$ cat config.mk
export PLATFORM = sky130hd
export DESIGN_NAME = scs_clock_select
export DESIGN_NICKNAME = d
export VERILOG_FILES = /design/src/hdl/scs_clock_select.v
export VERILOG_INCLUDE_DIRS = /design/src /design/src/hdl
export SDC_FILE = /design/constraint.sdc
export NUM_CORES = 1
export LEC_CHECK = 0
export ABC_AREA = 1
export BUFFER_PORTS_ARGS = -buffer_cell sky130_fd_sc_hd__buf_2
export CAP_MARGIN = 5
export CELL_PAD_IN_SITES_DETAIL_PLACEMENT = 1
export CELL_PAD_IN_SITES_GLOBAL_PLACEMENT = 2
export CORE_ASPECT_RATIO = 1.4
export CORE_UTILIZATION = 27
export DETAILED_ROUTE_END_ITERATION = 8
export GPL_ROUTABILITY_DRIVEN = 0
export PLACE_DENSITY = 0.74
export SLEW_MARGIN = 20
export SYNTH_ARGS = -nofsm -noshare
export SYNTH_HDL_FRONTEND = slang
export SYNTH_SLANG_ARGS = --single-unit
$ cat constraint.sdc
create_clock -name pclk -period 1.5 [get_ports pclk]
set_input_delay 0.3 -clock pclk [delete_from_list [all_inputs] [get_ports pclk]]
set_output_delay 0.3 -clock pclk [all_outputs]
set_load 0.03 [all_outputs]
$ cat src/hdl/scs_map.vh
// Register offsets, field positions, reset values and timing counts
`ifndef SCS_MAP_VH
`define SCS_MAP_VH
// ****************************************************************
// Register byte offsets
// ****************************************************************
`define SCS_OFF_CTRL 12'h000
`define SCS_OFF_CTRL_TWO 12'h004
`define SCS_OFF_TRIM 12'h008
`define SCS_OFF_TIMER_CTRL 12'h00C
`define SCS_OFF_STATUS 12'h010
// ****************************************************************
// Field positions
// ****************************************************************
`define SCS_SEL_LSB 0
`define SCS_STABLE_BIT 2
`define SCS_FREQ_LSB 4
`define SCS_RUN_BIT 2
`define SCS_LOWSRC_BIT 7
`define SCS_SECEN_BIT 3
// ****************************************************************
// Reset values
// ****************************************************************
`define SCS_SEL_RST 2'h0
`define SCS_FREQ_RST 3'h3
`define SCS_RUN_RST 1'h1
// ****************************************************************
// Select and mode encodings
// ****************************************************************
`define SCS_SEL_PRIMARY 2'h0
`define SCS_SEL_SECONDARY 2'h1
`define SCS_FREQ_SLOW 3'h0
`define SCS_MODE_LP 4'h0
`define SCS_MODE_XT 4'h1
`define SCS_MODE_HS 4'h2
`define SCS_MODE_RC 4'h3
`define SCS_MODE_EC 4'h4
`define SCS_GAIN_OFF 2'h0
`define SCS_GAIN_LOW 2'h1
`define SCS_GAIN_MID 2'h2
`define SCS_GAIN_HIGH 2'h3
// ****************************************************************
// Timing
// ****************************************************************
`define SCS_STABLE_NS 2000
`define SCS_CLK_NS 50
`define SCS_STABLE_CYC ((`SCS_STABLE_NS + `SCS_CLK_NS - 1) / `SCS_CLK_NS)
`endif

$ cat src/hdl/scs_clock_select.v
// Clock source selection and primary oscillator control with APB access
`timescale 1ns/1ps
`include "scs_map.vh"

// Notes on behaviour
// RL1 - Select 1x routes the internal oscillator, 01 the secondary, 00 the primary.
// RL2 - The select field resets to 00 and keeps it until software writes it.
// RL3 - The slow internal oscillator is used only for code 000 with source bit clear.
// RL4 - A four-bit configuration field sets the primary oscillator mode.
// RL5 - The run-control bit acts only while the software-control bit is set.
// RL6 - With control allowed, run bit set keeps the primary running, clear stops it unless it is selected or pending as selected.
// RL7 - The primary never stops while it is the selected system clock.
// RL8 - Amplifier gain is low for LP, medium for XT and high for HS mode.
// RL9 - Code 111 is 16 MHz halving to 250 kHz at 001, 000 is 31 kHz, reset is 011.
// RL10 - The slow internal oscillator gives 31 kHz and also feeds the timers.
// RL11 - The secondary oscillator runs when its timer control enable bit is set.
// RL12 - A read-only flag reports that the fast internal oscillator is stable.
// RL13 - Source changes switch over only after the new source is synchronised.
// RL14 - Without software control the primary runs whenever not asleep.
module scs_clock_select #(
  parameter STABLE_CYC = `SCS_STABLE_CYC
) (
  input wire pclk,
  input wire presetn,
  input wire psel,
  input wire penable,
  input wire pwrite,
  input wire [11:0] paddr,
  input wire [31:0] pwdata,
  output reg [31:0] prdata,
  output wire pready,
  output wire pslverr,
  input wire [3:0] primary_mode_cfg,
  input wire primary_sw_ctrl_allow,
  input wire sleep_req,
  input wire lfosc_need,
  input wire src_ready_async,
  output reg [1:0] active_src,
  output reg use_slow_internal_osc,
  output reg [2:0] active_freq,
  output reg primary_osc_en,
  output reg [1:0] amp_gain,
  output reg slow_internal_osc_en,
  output reg fast_internal_osc_en,
  output reg secondary_osc_en,
  output reg fast_osc_stable_flag
);

  // ****************************************************************
  // Registers
  // ****************************************************************
  reg [1:0] sys_clk_select;
  reg [2:0] intosc_freq_select;
  reg lowfreq_source_select;
  reg primary_osc_run;
  reg secondary_osc_enable;
  reg [1:0] pend_src;
  reg [2:0] pend_freq;
  reg pend_slow;
  reg switching;
  reg rdy_meta;
  reg rdy_sync;
  reg [15:0] stable_cnt;
  reg [31:0] next_prdata;

  wire wr = psel & penable & pwrite;
  wire addr_ok = (paddr == `SCS_OFF_CTRL) ||
                 (paddr == `SCS_OFF_CTRL_TWO) ||
                 (paddr == `SCS_OFF_TRIM) ||
                 (paddr == `SCS_OFF_TIMER_CTRL) ||
                 (paddr == `SCS_OFF_STATUS);
  wire want_slow = (intosc_freq_select == `SCS_FREQ_SLOW) &&
                   !lowfreq_source_select; // see RL3
  wire req_change = (sys_clk_select != active_src) ||
                    (intosc_freq_select != active_freq) ||
                    ((want_slow & sys_clk_select[1]) !=
                     use_slow_internal_osc); // slow only counts when internal

  // Zero wait states; unmapped addresses answer with an error
  assign pready = 1'b1;
  assign pslverr = psel & penable & ~addr_ok;

  // ****************************************************************
  // Software registers
  // ****************************************************************
  always @(posedge pclk or negedge presetn) begin
    if (!presetn) begin
      sys_clk_select <= `SCS_SEL_RST; // see RL2
      intosc_freq_select <= `SCS_FREQ_RST; // see RL9
      lowfreq_source_select <= 1'b0;
      primary_osc_run <= `SCS_RUN_RST;
      secondary_osc_enable <= 1'b0;
    end else if (wr) begin
      if (paddr == `SCS_OFF_CTRL) begin
        sys_clk_select <= pwdata[`SCS_SEL_LSB +: 2]; // see RL2
        intosc_freq_select <= pwdata[`SCS_FREQ_LSB +: 3];
      end else if (paddr == `SCS_OFF_CTRL_TWO) begin
        primary_osc_run <= pwdata[`SCS_RUN_BIT];
      end else if (paddr == `SCS_OFF_TRIM) begin
        lowfreq_source_select <= pwdata[`SCS_LOWSRC_BIT];
      end else if (paddr == `SCS_OFF_TIMER_CTRL) begin
        secondary_osc_enable <= pwdata[`SCS_SECEN_BIT];
      end
    end
  end

  // Read mux; status word shows the source actually in use
  always @* begin
    next_prdata = 32'h0000_0000;
    if (paddr == `SCS_OFF_CTRL) begin
      next_prdata[`SCS_SEL_LSB +: 2] = sys_clk_select;
      next_prdata[`SCS_STABLE_BIT] = fast_osc_stable_flag; // see RL12
      next_prdata[`SCS_FREQ_LSB +: 3] = intosc_freq_select;
    end else if (paddr == `SCS_OFF_CTRL_TWO) begin
      next_prdata[`SCS_RUN_BIT] = primary_osc_run;
    end else if (paddr == `SCS_OFF_TRIM) begin
      next_prdata[`SCS_LOWSRC_BIT] = lowfreq_source_select;
    end else if (paddr == `SCS_OFF_TIMER_CTRL) begin
      next_prdata[`SCS_SECEN_BIT] = secondary_osc_enable;
    end else if (paddr == `SCS_OFF_STATUS) begin
      next_prdata[1:0] = active_src;
      next_prdata[2] = use_slow_internal_osc;
      next_prdata[6:4] = active_freq;
      next_prdata[7] = switching;
    end
  end

  // Read data registered in the setup cycle so it stands in the access
  always @(posedge pclk or negedge presetn) begin
    if (!presetn) begin
      prdata <= 32'h0000_0000;
    end else if (psel & ~penable) begin
      prdata <= next_prdata;
    end
  end

  // ****************************************************************
  // Glitch-free switch-over
  // ****************************************************************
  // Ready from the analog clock mux crosses domains, so two flops
  always @(posedge pclk or negedge presetn) begin
    if (!presetn) begin
      rdy_meta <= 1'b0;
      rdy_sync <= 1'b0;
    end else begin
      rdy_meta <= src_ready_async;
      rdy_sync <= rdy_meta;
    end
  end

  // Capture the request, then commit only when the new source is ready;
  // the old source stays in use meanwhile so no runt pulse appears
  always @(posedge pclk or negedge presetn) begin
    if (!presetn) begin
      active_src <= `SCS_SEL_RST;
      active_freq <= `SCS_FREQ_RST;
      use_slow_internal_osc <= 1'b0;
      pend_src <= `SCS_SEL_RST;
      pend_freq <= `SCS_FREQ_RST;
      pend_slow <= 1'b0;
      switching <= 1'b0;
    end else if (!switching) begin
      if (req_change) begin
        pend_src <= sys_clk_select;
        pend_freq <= intosc_freq_select;
        pend_slow <= want_slow;
        switching <= 1'b1;
      end
    end else if (rdy_sync) begin
      active_src <= pend_src; // see RL1, RL13
      active_freq <= pend_freq;
      use_slow_internal_osc <= pend_slow & pend_src[1]; // see RL3
      switching <= 1'b0;
    end
  end

  // ****************************************************************
  // Oscillator enables
  // ****************************************************************
  always @(posedge pclk or negedge presetn) begin
    if (!presetn) begin
      primary_osc_en <= 1'b1;
      amp_gain <= `SCS_GAIN_OFF;
      slow_internal_osc_en <= 1'b0;
      fast_internal_osc_en <= 1'b0;
      secondary_osc_en <= 1'b0;
    end else begin
      // Primary kept alive while selected or pending as selected
      if (active_src == `SCS_SEL_PRIMARY ||
          (switching && pend_src == `SCS_SEL_PRIMARY)) begin
        primary_osc_en <= 1'b1; // see RL7
      end else if (primary_sw_ctrl_allow) begin
        primary_osc_en <= primary_osc_run; // see RL5, RL6
      end else begin
        primary_osc_en <= ~sleep_req; // see RL14
      end
      case (primary_mode_cfg) // see RL4, RL8
        `SCS_MODE_LP: amp_gain <= `SCS_GAIN_LOW;
        `SCS_MODE_XT: amp_gain <= `SCS_GAIN_MID;
        `SCS_MODE_HS: amp_gain <= `SCS_GAIN_HIGH;
        default: amp_gain <= `SCS_GAIN_OFF;
      endcase
      // Slow oscillator also serves the timers and monitor
      slow_internal_osc_en <= lfosc_need |
        (sys_clk_select[1] & want_slow); // see RL10
      fast_internal_osc_en <= sys_clk_select[1] & ~want_slow;
      secondary_osc_en <= secondary_osc_enable; // see RL11
    end
  end

  // Stable flag after a settle count of the fast oscillator
  always @(posedge pclk or negedge presetn) begin
    if (!presetn) begin
      stable_cnt <= 16'h0000;
      fast_osc_stable_flag <= 1'b0;
    end else if (!fast_internal_osc_en) begin
      stable_cnt <= 16'h0000;
      fast_osc_stable_flag <= 1'b0;
    end else if (stable_cnt >= STABLE_CYC[15:0] - 16'h0001) begin
      fast_osc_stable_flag <= 1'b1; // see RL12
    end else begin
      stable_cnt <= stable_cnt + 16'h0001;
    end
  end

endmodule

==> impl_metrics.ini, run 1 <==
[run_status]
status = finished with violations
violations = negative hold slack

[logic_synthesis]
syn_area_mm2 = 0.00281
synth-seq-cells = 54
yosysSeqAreaShare_pct = 48.4
yosysWarnings = 0
async_reset_ff_share_pct = 100
synth-edff-count = 0
yosysUniqueCellTypes = 36
synth_ff_type = dfrtp_1
netlist_instances = 335
syn_avg_cell_area_um2 = 8.39

[clock_tree]
clk_pin_slew_worst_paths_ns = 0.07
cts_buffers = 5
root_buffer = clkbuf_16
max-clock-path-buffers = 2
cts_sinks = 54
cts_tree = yes
cts_max_level = 2
insertion_delay_ns = 0.29
ctsHoldBuffers = 0

[layout]
final_common_cell = nand2_1
utilization_pct = 35.7
nets = 463
n_antenna_cell = 0
layout_common_cells = nand2_1, buf_2, dfrtp_1, inv_1
fillers = 1233
finalInstanceArea_mm2 = 0.00358
area_delta_synth_final_pct = 27.2
drive_above_1_share_pct = 33.7

[power]
clkPwrFrac_pct = 30.3
p_int_mw = 3.32
leakagePower_nw = 1.95
ir_drop_uv = 607
power_frac_seq_pct = 39.5
combPwrFrac_pct = 30.2
powerDensity_mw_per_mm2 = 1410
power_switching_mw = 1.74
sw_frac_of_total_pct = 34.4

[floorplanning]
dieArea_mm2 = 0.0108
design.core.area_mm2 = 0.0100
die_x_um = 88.2
core.rowCount = 43
io_pins = 104
fp.dieH_um = 123
start_util_pct = 28.1

[critical_path]
critPathKind = input port to output pin
endpoint_kind = output pin
r2r_cells = 9
r2r_start = stable_cnt[1]
cp_cell_sequence = buf_2 > inv_1 > nand3_2 > nor2_4 > o211ai_1 > nand3_1 > nor2_1 > buf_4
r2r_slack_ns = 0.10
required_ns = 1.20
crit_fanout = 4
critPathSlowestCell = buf_4
r2r-end = stable_cnt[3]
start_kind = input port
arrival_ns = 1.14
worst_path_largest_cell_delay_ns = 0.16

[min_path]
hold_path.class = input port to asynchronous set/reset pin

[detailed_routing]
postRouteAntennaNets = 0
wirelength_um = 6760
top_layer = met4
vias = 2287
routedWlPerCell_um = 12.5
met1_length_um = 2700
drc = 0
drt_pass1_iterations = 3
routed_via_density = 4.23
route.met2.wl_um = 3750
dr_wl_met3_um = 239
dr.first_iter.drc_count = 65

[sta]
setup_viol_count_final = 0
grt_setup_unrepaired = yes
clock.fmax_mhz = 693
hold_viol = 8
period_minus_slack_ns = 1.44
skew_ns = 0.00441
worst_hold_slack_ns = -0.0126
drv_slew = 0
min_period_over_period_pct = 96.2

[global_routing]
grt_max_degree = 55
first_global_vias = 2378
grt_overflow_total = 0
grt_pass1_wl_um = 11400
antenna_found_initial = 0
grt_usage_pct = 13.8

[place]
place_area_mm2 = 0.00323
port_buffers = 54
hpwlAfterDp_um = 5200

[flow_run]
cap_violations = 0
==> critical path, delay by kind of cell <==
family,cells,cell delay (ns)
buffers and inverters,3,0.35
AO/OA/AOI/OAI,1,0.12
AND/OR/NAND/NOR,4,0.37
==> registers in the layout, indices dropped and copies added, names as in the netlist, 3 cells and up <==
name / flops
prdata: 8
stable_cnt: 16
intosc_freq_select: 3
pend_freq: 3
active_freq: 3
==> what timing repair did <==
item / in CTS / in global routing
cloned: 1 / 0
pin swaps: 1 / 6
buffers inserted: 2 / 1
endpoints found under the setup margin: 4 / 16
gates resized for setup: 2 / 30
==> Yosys cell counts, types with 2 or more instances <==
cell	count	area, um^2
conb_1	2	7.51
or2_2	2	12.5
nor2_4	5	56.3
dfstp_2	8	210
nor2_1	23	86.3
dfrtp_1	46	1150
nand3_1	30	150
xnor2_1	3	26.3
buf_4	25	188
o21ai_1	9	45.0
inv_1	38	143
nand3b_1	2	15.0
nand2_1	85	319
o21ai_0	5	25.0
nor2_2	3	18.8
nand2_2	8	50.1
nand4_1	5	31.3
a21oi_1	4	20.0
o21ai_2	5	43.8
inv_2	8	30.0
xor2_1	2	17.5
nand3_2	2	20.0
nor3_1	2	10.0
==> stage by stage <==
step	std cells	setup TNS (ns)	total power, mW	setup slack (ns)
4_1_cts	540	-0.00281	5.00	-0.00281
2_1_floorplan	358	0	2.99	0.0190
5_1_grt	541	-0.0265	5.44	-0.0173
3_3_place_gp	529	-0.00895	3.34	-0.00895
6_report	541	0	5.06	0.0573
3_5_place_dp	529	-0.00684	3.39	-0.00684
==> logic make-up after synthesis <==
kind of cell             after synthesis  synth area share, %
XOR/XNOR                               5                 1.56
buffers and inverters                 74                 13.5
flip-flops                            54                 48.4
AO/OA/AOI/OAI                         25                 5.34
other                                  2                0.267
adder cells (fa/ha/maj)                1                0.445
AND/OR/NAND/NOR                      174                 30.4
==> metal layers <==
metal	GRT usage, %	vias up
met4	4.23	0
met1	15.4	1101
met2	25.5	43
met5	0	-
li1	-	1137
met3	2.89	6
==> power by group through the flow <==
stage | Clock, mW | Sequential, mW | Combinational [mW]
after floorplan | 0 | 2.13 | 0.860
after detailed placement | 0 | 2.02 | 1.37
after CTS | 1.59 | 1.99 | 1.42
final | 1.53 | 2.00 | 1.53
after global placement | 0 | 2.01 | 1.34
after global routing | 1.65 | 2.04 | 1.75
==> final cells by class <==
type	count	area [um^2]	share of cell area, %
tap	135	169	4.72
sequential	54	1360	38.1
timing repair buffer	67	427	11.9
clock buffer	6	139	3.88
clock inverter	2	60.1	1.68
multi-input combinational	231	1240	34.8
inverter	46	175	4.90
==> worst max path at each step <==
stage              start      end  slack (ns)
2_1_floorplan  paddr[11]  pslverr        0.02
3_3_place_gp   paddr[11]  pslverr      -0.009
3_5_place_dp    paddr[7]  pslverr      -0.007
4_1_cts         paddr[7]  pslverr      -0.003
5_1_grt         paddr[7]  pslverr       -0.02
6_report        paddr[4]  pslverr        0.06
Power figures use the tool's default switching activity.
==> inputs of run 2 (changes only) <==
--- a/config.mk
+++ b/config.mk
@@ -16,6 +16,7 @@
 export DETAILED_ROUTE_END_ITERATION = 8
 export GPL_ROUTABILITY_DRIVEN = 0
 export PLACE_DENSITY = 0.74
+export REMOVE_ABC_BUFFERS = 1
 export SLEW_MARGIN = 20
 export SYNTH_ARGS = -nofsm -noshare
 export SYNTH_HDL_FRONTEND = slang
==> run 2 against run 1 <==
  * The run now ends clean
  * Clock-buffer cell count fell by 1
  * Sequential share of layout area barely moved
  * Total power fell by 3.1%
  * Highest routed layer unchanged
==> impl_metrics.ini, run 2 (synthesized netlist as in run 1, its figures left out) <==
[sta]
min_period_over_period_pct = 99.9
worst_hold_slack_ns = 0.101
clock.fmax_mhz = 667
drv_slew = 0
skew_ns = 0.00776
grt_setup_unrepaired = yes
hold_viol = 0
finalSetupTns_ns = 0
period_minus_slack_ns = 1.50
setup_viol_count_final = 0

[detailed_routing]
vias = 2327
drt_pass1_iterations = 4
postRouteAntennaNets = 0
dr.first_iter.drc_count = 60
wirelength_um = 7060
routed_via_density = 4.21
routedWlPerCell_um = 12.8
drc = 0

[layout]
stdcell_count = 553
largest_reg_flops = 16
n_antenna_cell = 0
nets = 475
drive_above_1_share_pct = 33.5
layout_common_cells = nand2_1, buf_2, dfrtp_1, inv_1, nand3_1
fillers = 1262
largest_register = stable_cnt
area_delta_synth_final_pct = 27.2
finalInstanceArea_mm2 = 0.00357
final_common_cell = nand2_1
largestRegisters = stable_cnt: 16 flops, prdata: 8 flops

[clock_tree]
cts_tree = yes
cts_sinks = 54
root_buffer = clkbuf_16
insertion_delay_ns = 0.30
clk_pin_slew_worst_paths_ns = 0.07
max-clock-path-buffers = 2
cts_max_level = 2
cts_buffers = 5

[critical_path]
arrival_ns = 1.20
start_kind = input port
required_ns = 1.20
endpoint_kind = output pin
critPathKind = input port to output pin
crit_fanout = 3

[floorplanning]
die_x_um = 88.2
fp.dieH_um = 123
io_pins = 104
start_util_pct = 28.1
core.rowCount = 43
dieArea_mm2 = 0.0108
design.core.area_mm2 = 0.0100

[global_routing]
grt_usage_pct = 13.9
grt_max_degree = 28
grt_pass1_wl_um = 11400
antenna_found_initial = 0
grt_overflow_total = 0
first_global_vias = 2397

[flow_run]
cap_violations = 0

[place]
port_buffers = 54
hpwlAfterDp_um = 5490
place_area_mm2 = 0.00328
placed_cells = 538

[power]
leakagePower_nw = 1.98
ir_drop_uv = 553
powerDensity_mw_per_mm2 = 1370

[run_status]
status = finished clean

[min_path]
hold_path.class = input port to flop
[run 2: changes by cell type in the layout (fill, tap and decap cells not counted), sizes merged]
cell	previous run	this run
buf	66	78
clkbuf	7	5
bufinv	2	1
clkinvlp	0	1
dlygate4sd3	0	1
inv	46	47
[run 2: metrics by stage]
step	total power, mW	setup slack [ns]	util [%]
after floorplan	2.94	0.0766	-
after global placement	3.43	-0.101	32.8
after detailed placement	3.50	-0.0996	32.8
after CTS	4.95	-0.00677	35.5
after global routing	5.24	-0.0509	35.7
final	4.90	0.00103	35.7
[run 2: final cells by class]
cell class | instances | area, um^2 | area share [%]
clock buffers | 5 | 125 | 3.50
inverters | 46 | 173 | 4.83
well taps | 135 | 169 | 4.73
flip-flops and latches | 54 | 1360 | 38.1
repair buffers | 79 | 500 | 14.0
multi-input cells | 231 | 1200 | 33.5
clock inverters | 3 | 48.8 | 1.37
[run 2: worst paths after layout]
kind,to,from,depth (start not counted),slack [ns]
hold / removal,rdy_meta,src_ready_async,1,0.10
hold reg to reg,rdy_sync,rdy_meta,0,0.35
setup / recovery,pslverr,paddr[11],8,0.001
setup reg to reg,stable_cnt[1],stable_cnt[1],9,0.11
min in group asynchronous,fast_osc_stable_flag,presetn,2,0.45
max in group asynchronous,intosc_freq_select[0],presetn,3,0.48
[run 2: repair_timing]
item / CTS / global route
pin swaps: 6 / 4
resized for setup: 7 / 7
hold buffers: 1 / 0
buffers inserted: 5 / 0
cloned: 1 / 0
setup endpoints to repair: 5 / 16
endpoints found under the hold margin: 14 / 0
[run 2: routing by layer]
layer | up-vias | global-route usage, % | routed length (um)
li1 | 1159 | - | -
met1 | 1121 | 16.2 | 2990
met2 | 39 | 25.4 | 3760
met3 | 8 | 2.56 | 216
met4 | 0 | 4.23 | 97
met5 | - | 0 | 0
[run 2: critical path: stages]
cell and delay [ns]:
buf_2 0.10, nor2_2 0.10, nand2_2 0.10, nor2_4 0.15
o211ai_1 0.14, nand3_2 0.10, nor2_1 0.04, buf_4 0.16
[run 2: power breakdown]
group	internal, mW	leakage [nW]	total [mW]	switching (mW)
Clock	0.800	0.0819	1.37	0.572
Sequential	1.76	0.653	1.98	0.222
Combinational	0.582	1.24	1.55	0.968
Total	3.14	1.98	4.90	1.76
==> inputs of run 3 (changes only) <==
==> constraint.sdc (replaced) <==
create_clock -name pclk -period 1.5 [get_ports pclk]
set_input_delay 0.15 -clock pclk [delete_from_list [all_inputs] [get_ports pclk]]
set_output_delay 0.15 -clock pclk [all_outputs]
set_load 0.03 [all_outputs]
==> run 3 against run 2 <==
  * Setup slack gained 0.093 ns
  * Core utilization shrank 1.0 points
  * Highest routed layer unchanged
  * Final cell count shrank 1.4%
  * Register-to-register slack lost 0.02 ns
  * Via count shrank 1.3%
  * Cell area shrank 2.8%
  * Fmax grew 6.6%
  * Critical path type is now flop to flop
  * Critical path depth grew 2
  * Largest power group unchanged
  * Clock skew shrank 0.0034 ns
  * Critical endpoint is now stable_cnt[1]
  * Routed wire length shrank 3.0%
==> impl_metrics.ini, run 3 (synthesized netlist as in run 1, its figures left out) <==
[clock_tree]
root_buffer = clkbuf_16
cts_buffers = 5
clk_pin_slew_worst_paths_ns = 0.07
cts_tree = yes
insertion_delay_ns = 0.29
cts_max_level = 2
max-clock-path-buffers = 2
cts_sinks = 54

[place]
hpwlAfterDp_um = 5360
port_buffers = 54

[sta]
skew_ns = 0.00438
grt_setup_unrepaired = no
min_period_over_period_pct = 93.7
setup_viol_count_final = 0
worst_hold_slack_ns = 0.0315
period_minus_slack_ns = 1.41
finalSetupTns_ns = 0
clock.fmax_mhz = 711
hold_viol = 0
drv_slew = 0

[floorplanning]
design.core.area_mm2 = 0.0100
core.rowCount = 43
fp.dieH_um = 123
io_pins = 104
dieArea_mm2 = 0.0108
die_x_um = 88.2
start_util_pct = 28.1

[global_routing]
antenna_found_initial = 0
grt_overflow_total = 0
use_met1_pct = 15.4
grt_usage_pct = 13.9
grt_pass1_wl_um = 11400
first_global_vias = 2448
busiest_layer = met2
grtUsageMet2_pct = 26.1
grt_max_degree = 55
met3_usage_pct = 2.69

[critical_path]
arrival_ns = 1.59
worst_path_largest_cell_delay_ns = 0.39
crit_fanout = 5
cp_cell_sequence = ha_2 > nand2_2 > nand3_1 > nand2_1 > nand2_2 > nor2_4 > buf_12 > inv_2 > nand3_1 > nand2_1
critPathSlowestCell = dfrtp_1
start_kind = flop
r2r_start = stable_cnt[1]
endpoint_kind = flop
critPathKind = flop to flop
required_ns = 1.68
crit_path_start = stable_cnt[1]

[power]
ir_drop_uv = 513
power_switching_mw = 1.75
clkPwrFrac_pct = 25.6
sw_frac_of_total_pct = 35.6
powerDensity_mw_per_mm2 = 1420
power_frac_seq_pct = 40.0
combPwrFrac_pct = 34.4
p_int_mw = 3.17
leakagePower_nw = 1.93

[detailed_routing]
routedWlPerCell_um = 12.6
drt_pass1_iterations = 3
postRouteAntennaNets = 0
vias = 2297
routed_via_density = 4.21
dr.first_iter.drc_count = 48
drc = 0
wirelength_um = 6840

[layout]
final_common_cell = nand2_1
largest_register = stable_cnt
nets = 467
area_delta_synth_final_pct = 23.6
layout_common_cells = nand2_1, buf_2, dfrtp_1, inv_1, nand3_1
n_antenna_cell = 0
layout.area.seq_mm2 = 0.00136
utilization_pct = 34.7
drive_above_1_share_pct = 31.0
fillers = 1262
multiInputGateArea_mm2 = 0.00117
largest_reg_flops = 16
largestRegisters = stable_cnt: 16 flops, prdata: 8 flops

[flow_run]
cap_violations = 0

[min_path]
worstHoldStart = primary_mode_cfg[0]
hold_path.class = input port to flop

[run_status]
status = finished clean
==> run 3: repair_timing <==
action / CTS / global route
pin swaps: 1 / 4
hold buffers: 2 / 0
buffers inserted: 5 / 3
endpoints found under the setup margin: 4 / 15
endpoints found under the hold margin: 47 / 0
gates resized for setup: 2 / 5
==> run 3: power groups by stage <==
stage	combinational (mW)	clock, mW	sequential, mW
after global placement	1.41	0	1.99
final	1.69	1.26	1.97
after global routing	1.91	1.35	2.00
after floorplan	0.808	0	2.13
after CTS	1.64	1.29	1.97
after detailed placement	1.46	0	2.01
==> run 3: final cells by class <==
cell class,instances,area share (%)
Clock inverter,1,0.252
Multi-Input combinational cell,230,33.8
Clock buffer,7,4.40
Timing Repair Buffer,72,12.5
Sequential cell,54,39.2
Tap cell,135,4.86
Inverter,46,4.97
==> run 3: through the flow <==
step	total power [mW]	worst slack [ns]	cells	cell area, um^2
floorplan	2.94	0.167	330	2690
global placement	3.40	0.0240	527	3200
detailed placement	3.46	-0.0323	527	3200
finish	4.92	0.0944	545	3470
CTS	4.90	0.0302	542	3430
global route	5.26	0.00470	545	3470
==> run 3: worst max-delay path, delay by kind of cell (launching register included) <==
family / cells / cell delay, ns
buffers and inverters: 2 / 0.17
DFF: 1 / 0.39
and+or+nand+nor: 7 / 0.53
adders and majority gates: 1 / 0.20
==> run 3: path summary, 6_finish.rpt <==
kind / endpoint / slack [ns] / depth (start not counted)
max in group asynchronous: primary_osc_run / 0.80 / 3
min in group asynchronous: stable_cnt[4] / 0.38 / 3
setup / recovery: stable_cnt[1] / 0.09 / 10
hold reg to reg: rdy_sync / 0.35 / 0
setup reg to reg: stable_cnt[1] / 0.09 / 10
hold / removal: amp_gain[0] / 0.03 / 2
==> run 3: routing by layer <==
metal	wire [um]	share of wire [%]
met1	2840	42
met2	3700	54
met3	189	2.8
met4	112	1.6
met5	0	0
